### src/nsli_regs.svh
// Purpose: constants for the network state led indicator
// Assumes: 250 MHz system clock
// Notes:   offsets are word byte addresses on the register bus
`ifndef NSLI_REGS_SVH
`define NSLI_REGS_SVH

// ----------------------------------------------------------------
// register offsets
// ----------------------------------------------------------------
`define NSLI_OFS_STATE    8'h00
`define NSLI_OFS_ERROR    8'h04
`define NSLI_OFS_ALIAS    8'h08
`define NSLI_OFS_POSADDR  8'h0c
`define NSLI_OFS_IRQ_STAT 8'h10
`define NSLI_OFS_IRQ_MASK 8'h14
`define NSLI_OFS_LEDS     8'h18

// ----------------------------------------------------------------
// fields
// ----------------------------------------------------------------
`define NSLI_STATE_W      4
`define NSLI_ST_INIT      4'h1
`define NSLI_ST_PREOP     4'h2
`define NSLI_ST_BOOT      4'h3
`define NSLI_ST_SAFEOP    4'h4
`define NSLI_ST_OP        4'h8
`define NSLI_CHANGE_BIT   4
`define NSLI_BOOTING_BIT  5
`define NSLI_FWDL_BIT     6
`define NSLI_CHANGE_FLAG  1'h1
`define NSLI_ERR_PDI      0
`define NSLI_ERR_CFG      1
`define NSLI_ERR_BOOT     2
`define NSLI_ERR_APPWD    3
`define NSLI_ERR_W        4
`define NSLI_ALIAS_RST    16'h0000
`define NSLI_IRQ_W        5

// ----------------------------------------------------------------
// timing
// ----------------------------------------------------------------
`define NSLI_CLK_HZ       250000000
`define NSLI_T_SLOT_MS    50
`define NSLI_SLOT_CYC     (`NSLI_CLK_HZ / 1000 * `NSLI_T_SLOT_MS)
`define NSLI_T_SHORT_MS   200
`define NSLI_T_LONG_MS    1000
`define NSLI_SHORT_SLOTS  (`NSLI_T_SHORT_MS / `NSLI_T_SLOT_MS)
`define NSLI_LONG_SLOTS   (`NSLI_T_LONG_MS / `NSLI_T_SLOT_MS)

`endif

### src/nsli_pkg.sv
// Purpose: types for the network state led indicator
// Assumes: nsli_regs.svh constants
// Notes:   none
package nsli_pkg;
    typedef enum logic [4:0] {
        NSLI_PAT_OFF    = 5'b00001,
        NSLI_PAT_ON     = 5'b00010,
        NSLI_PAT_BLINK  = 5'b00100,
        NSLI_PAT_FLICK  = 5'b01000,
        NSLI_PAT_FLASH  = 5'b10000
    } nsli_pat_e;

    typedef struct packed {
        logic        cyc;
        logic        stb;
        logic        we;
        logic [7:0]  adr;
        logic [3:0]  sel;
        logic [31:0] dat;
    } nsli_wb_req_s;
endpackage : nsli_pkg

### src/nsli_pattern.sv
// Purpose: one led pattern generator from shared slot phase
// Assumes: slot phase counters from the top
// Notes:   dbl_i low or high selects single or double flash
`timescale 1ns/1ps
module nsli_pattern
    import nsli_pkg::*;
(
    // clock
    input  wire logic       clk_i,
    input  wire logic       rst_i,
    // pattern select
    input  wire nsli_pat_e  pat_i,
    input  wire logic       dbl_i,
    // phase
    input  wire logic       flick_ph_i,
    input  wire logic       blink_ph_i,
    input  wire logic [4:0] flash_ph_i,
    // led
    output logic            led_o
);
    wire single_on = (flash_ph_i < 5'h4);
    wire double_on = single_on || (flash_ph_i >= 5'h8 && flash_ph_i < 5'hc);
    wire flash_on  = dbl_i ? double_on : single_on;
    logic led_nxt;

    always_comb begin
        unique case (pat_i)
            NSLI_PAT_OFF:   led_nxt = 1'b0;
            NSLI_PAT_ON:    led_nxt = 1'b1;
            NSLI_PAT_BLINK: led_nxt = blink_ph_i;
            NSLI_PAT_FLICK: led_nxt = flick_ph_i;
            NSLI_PAT_FLASH: led_nxt = flash_on;
            default:        led_nxt = 1'b0;
        endcase
    end

    always_ff @(posedge clk_i) begin
        if (rst_i) led_o <= 1'b0;
        else       led_o <= led_nxt;
    end
endmodule : nsli_pattern

### src/nsli_top.sv
// Purpose: network run and error indicator led pattern generator
// Assumes: 250 MHz clk_i, synchronous reset, classic wishbone slave
// Notes:   state and error inputs come from same-clock slave logic
`timescale 1ns/1ps
`include "nsli_regs.svh"
module nsli_top
    import nsli_pkg::*;
#(
    parameter int SLOT_CYC = `NSLI_SLOT_CYC
)(
    // clock and reset
    input  wire logic        clk_i,
    input  wire logic        rst_i,
    // wishbone slave
    input  wire logic        wb_cyc_i,
    input  wire logic        wb_stb_i,
    input  wire logic        wb_we_i,
    input  wire logic [7:0]  wb_adr_i,
    input  wire logic [3:0]  wb_sel_i,
    input  wire logic [31:0] wb_dat_i,
    output logic [31:0]      wb_dat_o,
    output logic             wb_ack_o,
    // network slave state
    input  wire logic [3:0]  net_state_i,
    input  wire logic        net_change_i,
    input  wire logic        net_booting_i,
    input  wire logic        fw_download_i,
    input  wire logic [3:0]  net_err_i,
    // station addressing
    input  wire logic        net_alias_we_i,
    input  wire logic [15:0] net_alias_i,
    input  wire logic        pos_addr_we_i,
    input  wire logic [15:0] pos_addr_i,
    output logic [15:0]      station_alias_o,
    output logic [15:0]      pos_addr_o,
    // leds and interrupt
    output logic             network_run_indicator_o,
    output logic             error_led_o,
    output logic             irq_o
);
    if (SLOT_CYC < 2) begin : g_bad_slot
        $error("SLOT_CYC must be at least 2");
    end

    // ----------------------------------------------------------------
    // slot timebase
    // ----------------------------------------------------------------
    // one 50 ms slot; every pattern is a whole number of slots
    logic [31:0] slot_cnt_r;
    logic        flick_r;
    logic [1:0]  blink_cnt_r;
    logic        blink_r;
    logic [4:0]  flash_ph_r;
    logic [4:0]  dbl_ph_r;
    wire         slot_end  = (slot_cnt_r == 32'(SLOT_CYC - 1));
    wire         blink_end = (blink_cnt_r == 2'(`NSLI_SHORT_SLOTS - 1));
    // single flash: 200 on, 1000 off
    wire         flash_end = (flash_ph_r == 5'(`NSLI_SHORT_SLOTS + `NSLI_LONG_SLOTS - 1));
    // double flash: 200 on, 200 off, 200 on, 1000 off
    wire         dbl_end   = (dbl_ph_r == 5'(3 * `NSLI_SHORT_SLOTS + `NSLI_LONG_SLOTS - 1));

    always_ff @(posedge clk_i) begin
        if (rst_i) begin
            slot_cnt_r  <= 32'h0;
            flick_r     <= 1'b1;
            blink_cnt_r <= 2'h0;
            blink_r     <= 1'b1;
            flash_ph_r  <= 5'h0;
            dbl_ph_r    <= 5'h0;
        end else begin
            slot_cnt_r <= slot_end ? 32'h0 : slot_cnt_r + 32'h1;
            if (slot_end) begin
                flick_r     <= ~flick_r;
                blink_cnt_r <= blink_end ? 2'h0 : blink_cnt_r + 2'h1;
                if (blink_end) blink_r <= ~blink_r;
                flash_ph_r  <= flash_end ? 5'h0 : flash_ph_r + 5'h1;
                dbl_ph_r    <= dbl_end ? 5'h0 : dbl_ph_r + 5'h1;
            end
        end
    end

    // ----------------------------------------------------------------
    // pattern selection
    // ----------------------------------------------------------------
    wire st_init   = (net_state_i == `NSLI_ST_INIT);
    wire st_preop  = (net_state_i == `NSLI_ST_PREOP);
    wire st_boot   = (net_state_i == `NSLI_ST_BOOT);
    wire st_safeop = (net_state_i == `NSLI_ST_SAFEOP);
    wire st_op     = (net_state_i == `NSLI_ST_OP);
    wire chg       = (net_change_i == `NSLI_CHANGE_FLAG);

    nsli_pat_e run_pat;
    nsli_pat_e err_pat;
    logic      err_dbl;

    always_comb begin
        if (fw_download_i || net_booting_i || st_boot)
            run_pat = NSLI_PAT_FLICK;
        else if (st_op)
            run_pat = NSLI_PAT_ON;
        else if (st_preop)
            run_pat = NSLI_PAT_BLINK;
        else if (st_safeop)
            run_pat = NSLI_PAT_FLASH;
        else
            run_pat = NSLI_PAT_OFF;
    end

    // priority: most severe error shown when several are flagged
    always_comb begin
        err_dbl = 1'b0;
        if (net_err_i[`NSLI_ERR_PDI])
            err_pat = NSLI_PAT_ON;
        else if (net_err_i[`NSLI_ERR_BOOT] && st_init && chg)
            err_pat = NSLI_PAT_FLICK;
        else if (net_err_i[`NSLI_ERR_APPWD]) begin
            err_pat = NSLI_PAT_FLASH;
            err_dbl = 1'b1;
        end else if (net_err_i[`NSLI_ERR_CFG])
            err_pat = NSLI_PAT_BLINK;
        else if (chg)
            err_pat = NSLI_PAT_FLASH;
        else
            err_pat = NSLI_PAT_OFF;
    end

    // periods differ, so the double flash keeps a phase of its own
    wire [4:0] err_flash_ph = err_dbl ? dbl_ph_r : flash_ph_r;

    nsli_pattern u_run (
        .clk_i      (clk_i),
        .rst_i      (rst_i),
        .pat_i      (run_pat),
        .dbl_i      (1'b0),
        .flick_ph_i (flick_r),
        .blink_ph_i (blink_r),
        .flash_ph_i (flash_ph_r),
        .led_o      (network_run_indicator_o)
    );

    nsli_pattern u_err (
        .clk_i      (clk_i),
        .rst_i      (rst_i),
        .pat_i      (err_pat),
        .dbl_i      (err_dbl),
        .flick_ph_i (flick_r),
        .blink_ph_i (blink_r),
        .flash_ph_i (err_flash_ph),
        .led_o      (error_led_o)
    );

    // ----------------------------------------------------------------
    // wishbone decode
    // ----------------------------------------------------------------
    wire        wb_req  = wb_cyc_i && wb_stb_i && !wb_ack_o;
    wire        wb_wr   = wb_req && wb_we_i;
    wire        sel_lo  = wb_sel_i[0];
    wire        sel_hi  = wb_sel_i[1];
    wire        hit_al  = (wb_adr_i == `NSLI_OFS_ALIAS);
    wire        hit_ist = (wb_adr_i == `NSLI_OFS_IRQ_STAT);
    wire        hit_msk = (wb_adr_i == `NSLI_OFS_IRQ_MASK);
    wire [15:0] sw_alias = {sel_hi ? wb_dat_i[15:8] : station_alias_o[15:8],
                            sel_lo ? wb_dat_i[7:0]  : station_alias_o[7:0]};

    // ----------------------------------------------------------------
    // events and interrupt
    // ----------------------------------------------------------------
    // bits: pdi wd, cfg err, boot err, app wd, state change
    logic [4:0] ev_prev_r;
    logic [4:0] irq_stat_r;
    logic [4:0] irq_mask_r;
    wire  [4:0] ev_now  = {st_init ? 1'b0 : chg, net_err_i};
    wire  [4:0] ev_rise = ev_now & ~ev_prev_r;
    wire  [4:0] ist_clr = (wb_wr && hit_ist && sel_lo) ? wb_dat_i[4:0] : 5'h0;
    wire  [4:0] ist_nxt = (irq_stat_r & ~ist_clr) | ev_rise;

    always_ff @(posedge clk_i) begin
        if (rst_i) begin
            ev_prev_r  <= 5'h0;
            irq_stat_r <= 5'h0;
            irq_mask_r <= 5'h0;
            irq_o      <= 1'b0;
        end else begin
            ev_prev_r  <= ev_now;
            irq_stat_r <= ist_nxt;
            if (wb_wr && hit_msk && sel_lo) irq_mask_r <= wb_dat_i[4:0];
            irq_o      <= |(ist_nxt & irq_mask_r);
        end
    end

    // ----------------------------------------------------------------
    // station addressing
    // ----------------------------------------------------------------
    // software write wins over a network write in the same cycle
    always_ff @(posedge clk_i) begin
        if (rst_i) begin
            station_alias_o <= `NSLI_ALIAS_RST;
            pos_addr_o      <= 16'h0000;
        end else begin
            if (wb_wr && hit_al)
                station_alias_o <= sw_alias;
            else if (net_alias_we_i)
                station_alias_o <= net_alias_i;
            if (pos_addr_we_i)
                pos_addr_o <= pos_addr_i;
        end
    end

    // ----------------------------------------------------------------
    // read mux and ack
    // ----------------------------------------------------------------
    logic [31:0] rd_data;
    always_comb begin
        unique case (wb_adr_i)
            `NSLI_OFS_STATE:    rd_data = {25'h0, fw_download_i, net_booting_i,
                                           net_change_i, net_state_i};
            `NSLI_OFS_ERROR:    rd_data = {28'h0, net_err_i};
            `NSLI_OFS_ALIAS:    rd_data = {16'h0, station_alias_o};
            `NSLI_OFS_POSADDR:  rd_data = {16'h0, pos_addr_o};
            `NSLI_OFS_IRQ_STAT: rd_data = {27'h0, irq_stat_r};
            `NSLI_OFS_IRQ_MASK: rd_data = {27'h0, irq_mask_r};
            `NSLI_OFS_LEDS:     rd_data = {30'h0, error_led_o, network_run_indicator_o};
            default:            rd_data = 32'h0;
        endcase
    end

    always_ff @(posedge clk_i) begin
        if (rst_i) begin
            wb_ack_o <= 1'b0;
            wb_dat_o <= 32'h0;
        end else begin
            wb_ack_o <= wb_req;
            wb_dat_o <= wb_req ? rd_data : 32'h0;
        end
    end
endmodule : nsli_top

### config.mk
export PLATFORM = sky130hd
export DESIGN_NAME = nsli_top
export DESIGN_NICKNAME = d
export VERILOG_FILES = /design/src/nsli_pkg.sv /design/src/nsli_pattern.sv /design/src/nsli_top.sv
export VERILOG_INCLUDE_DIRS = /design/src
export SDC_FILE = /design/constraint.sdc
export NUM_CORES = 1
export LEC_CHECK = 0
export ABC_CLOCK_PERIOD_IN_PS = 3700
export BUFFER_PORTS_ARGS = -buffer_cell sky130_fd_sc_hd__buf_2
export CAP_MARGIN = 20
export CORE_MARGIN = 4
export CORE_UTILIZATION = 54
export CTS_BUF_LIST = sky130_fd_sc_hd__clkbuf_2
export DETAILED_ROUTE_END_ITERATION = 12
export PLACE_DENSITY = 0.83
export SLEW_MARGIN = 25
export SYNTH_ARGS = -nofsm -noshare
export SYNTH_HDL_FRONTEND = slang
export SYNTH_HIERARCHICAL = 1
export SYNTH_SLANG_ARGS = --single-unit
### constraint.sdc
create_clock -name clk_i -period 3.7 [get_ports clk_i]
set_input_delay 0.74 -clock clk_i [delete_from_list [all_inputs] [get_ports clk_i]]
set_output_delay 0.74 -clock clk_i [all_outputs]
set_load 0.1 [all_outputs]
# Yosys cells after proc, flatten, opt, wreduce, memory -nomap -nowiden
# Cells that the tools add are included.
[word_totals] ff_bits=129 inputBits=94 wordCells=108
[classes] addsub=4 order_cmp=4 n_eq_ne=25 n_mux=26 n_bitwise=9 n_reduce_logical=23
[ops] op="$pmux W16 S7" count=1
[ops] op="$mux W5" count=13
[ops] op="$add A32 B1 Y32 const B" count=1
[ops] op="$eq A32 B24 Y1 const B" count=1
[ops] op="$mux W16" count=2
[ops] op="$eq A8 B5 Y1 const B" count=3
[ops] op="$eq A5 B5 Y1 const B" count=4
[ops] op="$eq A8 B4 Y1 const B" count=2
[ops] op="$mux W8" count=2
[ops] op="$and A5 B5 Y5" count=3
[ops] op="$logic_and A1 B1 Y1" count=11
[ops] op="$add A5 B1 Y5 const B" count=2
[ops] op="$eq A5 B2 Y1 const B" count=2
[ops] op="$eq A5 B3 Y1 const B" count=2
[ops] op="$eq A5 B4 Y1 const B" count=2
[ops] op="$lt A5 B3 Y1 const B" count=2
[ops] op="$not A5 Y5" count=2
[ops] op="$eq A4 B2 Y1 const B" count=2
[ops] op="$eq A8 B3 Y1 const B" count=1
[ops] op="$logic_not A8 Y1" count=1
[ops] op="$pmux W1 S4" count=2
[ops] op="$reduce_and A2 Y1" count=3
[ops] op="$ge A5 B4 Y1 const B" count=1
[ops] op="$lt A5 B4 Y1 const B" count=1
[ops] op="15 further kinds" count=25

# Longest topological paths before layout
[depth] depth_word=11 mapped_depth=9 mapped_depth_nobuf=8

# Cells and area by module
# Netlist, hierarchy kept.
[by_module_without_submodules] mod="nsli_top" n_inst=1 cells_per_inst=589 area_per_inst_um2=5228.8
[by_module_without_submodules] mod="nsli_pattern" n_inst=2 cells_per_inst=12 area_per_inst_um2=87.6

# Worst setup path after synthesis
# OpenSTA, ideal clock, no wires.
[synth_timing] path_type="input-to-reg" start="input port net_state_i[1]" end="register u_err.led_o" arrival_time_ns=2.798 required_time_ns=3.641 slack_ns=0.843 cell_stages=8 path_buffers=0 cell_sequence="nor4b_1 -> and3_1 -> nor2_1 -> nand2_1 -> mux2_2 -> or4_1 -> nor3_1 -> o221a_2"
[synth_via] elab_chain_len=11 elab_cells_between_ends=19
[synth_lines] item="from (decl)" line="nsli_top.sv:24" source="input wire logic [3:0] net_state_i,"
[synth_lines] item="$eq A4 B1 Y1 (no source line) *"
[synth_lines] item="$logic_and A1 B1 Y1 * (2 in a row)" line="nsli_top.sv:114" source="else if (net_err_i[`NSLI_ERR_BOOT] && st_init && chg)"
[synth_lines] item="$mux W1 *" line="nsli_top.sv:114"
[synth_lines] item="$mux W1 *" line="nsli_top.sv:112" source="if (net_err_i[`NSLI_ERR_PDI])"
[synth_lines] item="$mux W5 *" line="nsli_top.sv:128" source="wire [4:0] err_flash_ph = err_dbl ? dbl_ph_r : flash_ph_r;"
[synth_lines] item="net err_flash_ph[2]" line="nsli_top.sv:128"
[synth_lines] item="$ge A5 B4 Y1 / $lt A5 B4 Y1 (equally long branches)" line="nsli_pattern.sv:22" source="wire double_on = single_on || (flash_ph_i >= 5'h8 && flash_ph_i < 5'hc);"
[synth_lines] item="$logic_and A1 B1 Y1" line="nsli_pattern.sv:22"
[synth_lines] item="$logic_or A1 B1 Y1" line="nsli_pattern.sv:22"
[synth_lines] item="$mux W1 *" line="nsli_pattern.sv:23" source="wire flash_on = dbl_i ? double_on : single_on;"
[synth_lines] item="$pmux W1 S4 *" line="nsli_pattern.sv:27" source="unique case (pat_i)"
[synth_lines] item="to (signal assigned)" line="nsli_pattern.sv:39" source="else led_o <= led_nxt;"
[synth_lines] item="to (decl)" line="nsli_pattern.sv:19" source="output logic led_o"
# The timed path passes the listed nets; every way through them passes the cells marked *.
# A chain may end at the register's enable or synchronous reset.

# Final worst setup path
[layout_timing] start="register slot_cnt_r[15]" end="register dbl_ph_r[2]"
[layout_via] elab_chain_len=1
[layout_lines] item="from (decl)" line="nsli_top.sv:49" source="logic [31:0] slot_cnt_r;"
[layout_lines] item="from (signal assigned)" line="nsli_top.sv:71" source="slot_cnt_r <= slot_end ? 32'h0 : slot_cnt_r + 32'h1;"
[layout_lines] item="$eq A32 B24 Y1" line="nsli_top.sv:55" source="wire slot_end = (slot_cnt_r == 32'(SLOT_CYC - 1));"
[layout_lines] item="to (signal assigned)" line="nsli_top.sv:77" source="dbl_ph_r <= dbl_end ? 5'h0 : dbl_ph_r + 5'h1;"
[layout_lines] item="to (decl)" line="nsli_top.sv:54" source="logic [4:0] dbl_ph_r;"
# Every way passes these cells.

==> flow_summary.yaml <==
run_status:
  status: "completed"
layout:
  final_cell_mix: "buf_2 (127), dfxtp_1 (113), nor2_1 (88)"
  layout_commonest_cell: "buf_2"
  num_antenna_cells: 0
  n_fill_cell: 810
  nNetsFinal: 829
  drive_gt1_frac: 0.258
  area_delta_synth_final_pct: 15.2
power:
  vdd_ir_drop_max_uv: 206
  p_leak_nw: 2.66
  power_density_mw_per_mm2: 406
sta:
  slew_headroom: 0.440
  skew_ps: 19.4
  fmax_ghz: 0.382
  drv_slew: 0
  setup_viol: 0
  rsz0062_at_grt: "false"
  holdWs_ps: 310
  fin_crit_sh: 0.708
  finalHoldViolCount: 0
  setup_tns_ps: 0
  min_period_ps: 2620
  worst_slew_pin_slew_ps: 833
clock_network:
  clock-sinks: 113
  cts_root_buffer: "clkbuf_2"
  cts_setup_buffers: 0
  cts_max_level: 4
  cts_tree: "built"
  clock_path_buffers: 2
  clk_pin_slew_worst_paths_ps: 160
  hold_buffers: 0
  cts_resized: 0
  cts_buffers: 17
  insertion_delay_ps: 660
die:
  die_x_um: 108
  row_count: 36
  die_y_um: 108
  core_mm2: 0.00973
  start_util: 0.553
  io_pins: 162
  die_area_mm2: 0.0116
route:
  ant_nets: 0
  drt-pass1-iter-count: 5
  num_vias: 4998
  drc_errors: 0
  avgRoutedWirePerCell_um: 16.0
  viasPerCell: 5.72
  wirelength_um: 13900
  drt-initial-drc-count: 333
critical_path:
  worstRegToRegCells: 5
  crit_arrival_ps: 3220
  path_class: "reg2reg"
  end_kind: "flip-flop"
  cp-start-kind: "flip-flop"
  cp.required_ps: 4300
  crit_fanout: 21
place:
  port_buffers: 127
  hpwl_um: 10300
  place_congestion: 0.865
logic_synthesis:
  syn_area_mm2: 0.00538
  syn_area_per_cell_um2: 8.81
  ys_warn_count: 6
  syn_inst: 611
worst_hold_path:
  hold_depth: 3
  hold_path.class: "in2reg"
grt:
  first_global_vias: 4821
  antenna_found_initial: 0
  grt_max_degree: 40
  grt_pass1_wl_um: 22300
  gr-total-overflow: 0
  groute.usage.overall: 0.240
flow_run:
  cap_violations: 0
==> stage by stage <==
| stage | worst slack [ps] | utilization | cells | cell area [µm²] | power (mW) |
|---|---|---|---|---|---|
| after floorplan | 895 | - | 627 | 5440 | 1.71 |
| after detailed placement | 472 | 0.617 | 844 | 6000 | 1.80 |
| after global placement | 522 | 0.617 | 844 | 6000 | 1.79 |
| after global routing | 840 | 0.637 | 874 | 6200 | 2.62 |
| after CTS | 1090 | 0.637 | 874 | 6200 | 2.53 |
| final | 1080 | 0.637 | 874 | 6200 | 2.52 |
==> power by group <==
group          switching [mW]  internal (mW)  total (mW)
logic                   0.382          0.114       0.496
registers              0.0272           1.25        1.28
clock network           0.438          0.303       0.741
==> layout make-up <==
cell class,instances,area [µm²],share of cell area
clock buffers,21,105,0.0170
well taps,133,166,0.0268
inverters,16,60.1,0.00969
flip-flops and latches,113,2260,0.365
clock inverters,9,92.6,0.0149
multi-input cells,454,2870,0.463
repair buffers,128,643,0.104
==> sequential cells by signal, indices dropped and copies added, names as in the netlist, 2 cells and up <==
register,flops
blink_cnt_r,2
dbl_ph_r,5
slot_cnt_r,32
irq_mask_r,5
station_alias_o,16
flash_ph_r,5
pos_addr_o,16
ev_prev_r,5
irq_stat_r,5
wb_dat_o,16
==> path summary, 6_finish.rpt <==
path / from / slack, ps / to
setup / recovery: slot_cnt_r[15]$_SDFF_PP0_ / 1080 / dbl_ph_r[2]$_SDFFE_PP0N_
hold / removal: pos_addr_i[3] / 310 / pos_addr_o[3]$_SDFFE_PP0P_
setup reg to reg: slot_cnt_r[15]$_SDFF_PP0_ / 1080 / dbl_ph_r[2]$_SDFFE_PP0N_
hold reg to reg: blink_cnt_r[1]$_SDFFE_PP0N_ / 470 / blink_cnt_r[1]$_SDFFE_PP0N_
==> layer usage <==
layer  GRT usage  vias up  wire (µm)
met5           0        -          0
met4       0.101        0        323
li1            -     2390          -
met2       0.407      246       6890
met1       0.285     2326       5430
met3      0.0630       36       1300
==> worst max-delay path, stage by stage, from the launching register on <==
cell and delay [ps]:
dfxtp_1 420, nor4bb_1 450, nand4_1 160, or3_1 670, or4b_2 690, a21oi_1 160
No activity file was read; power rests on OpenSTA's default activity.
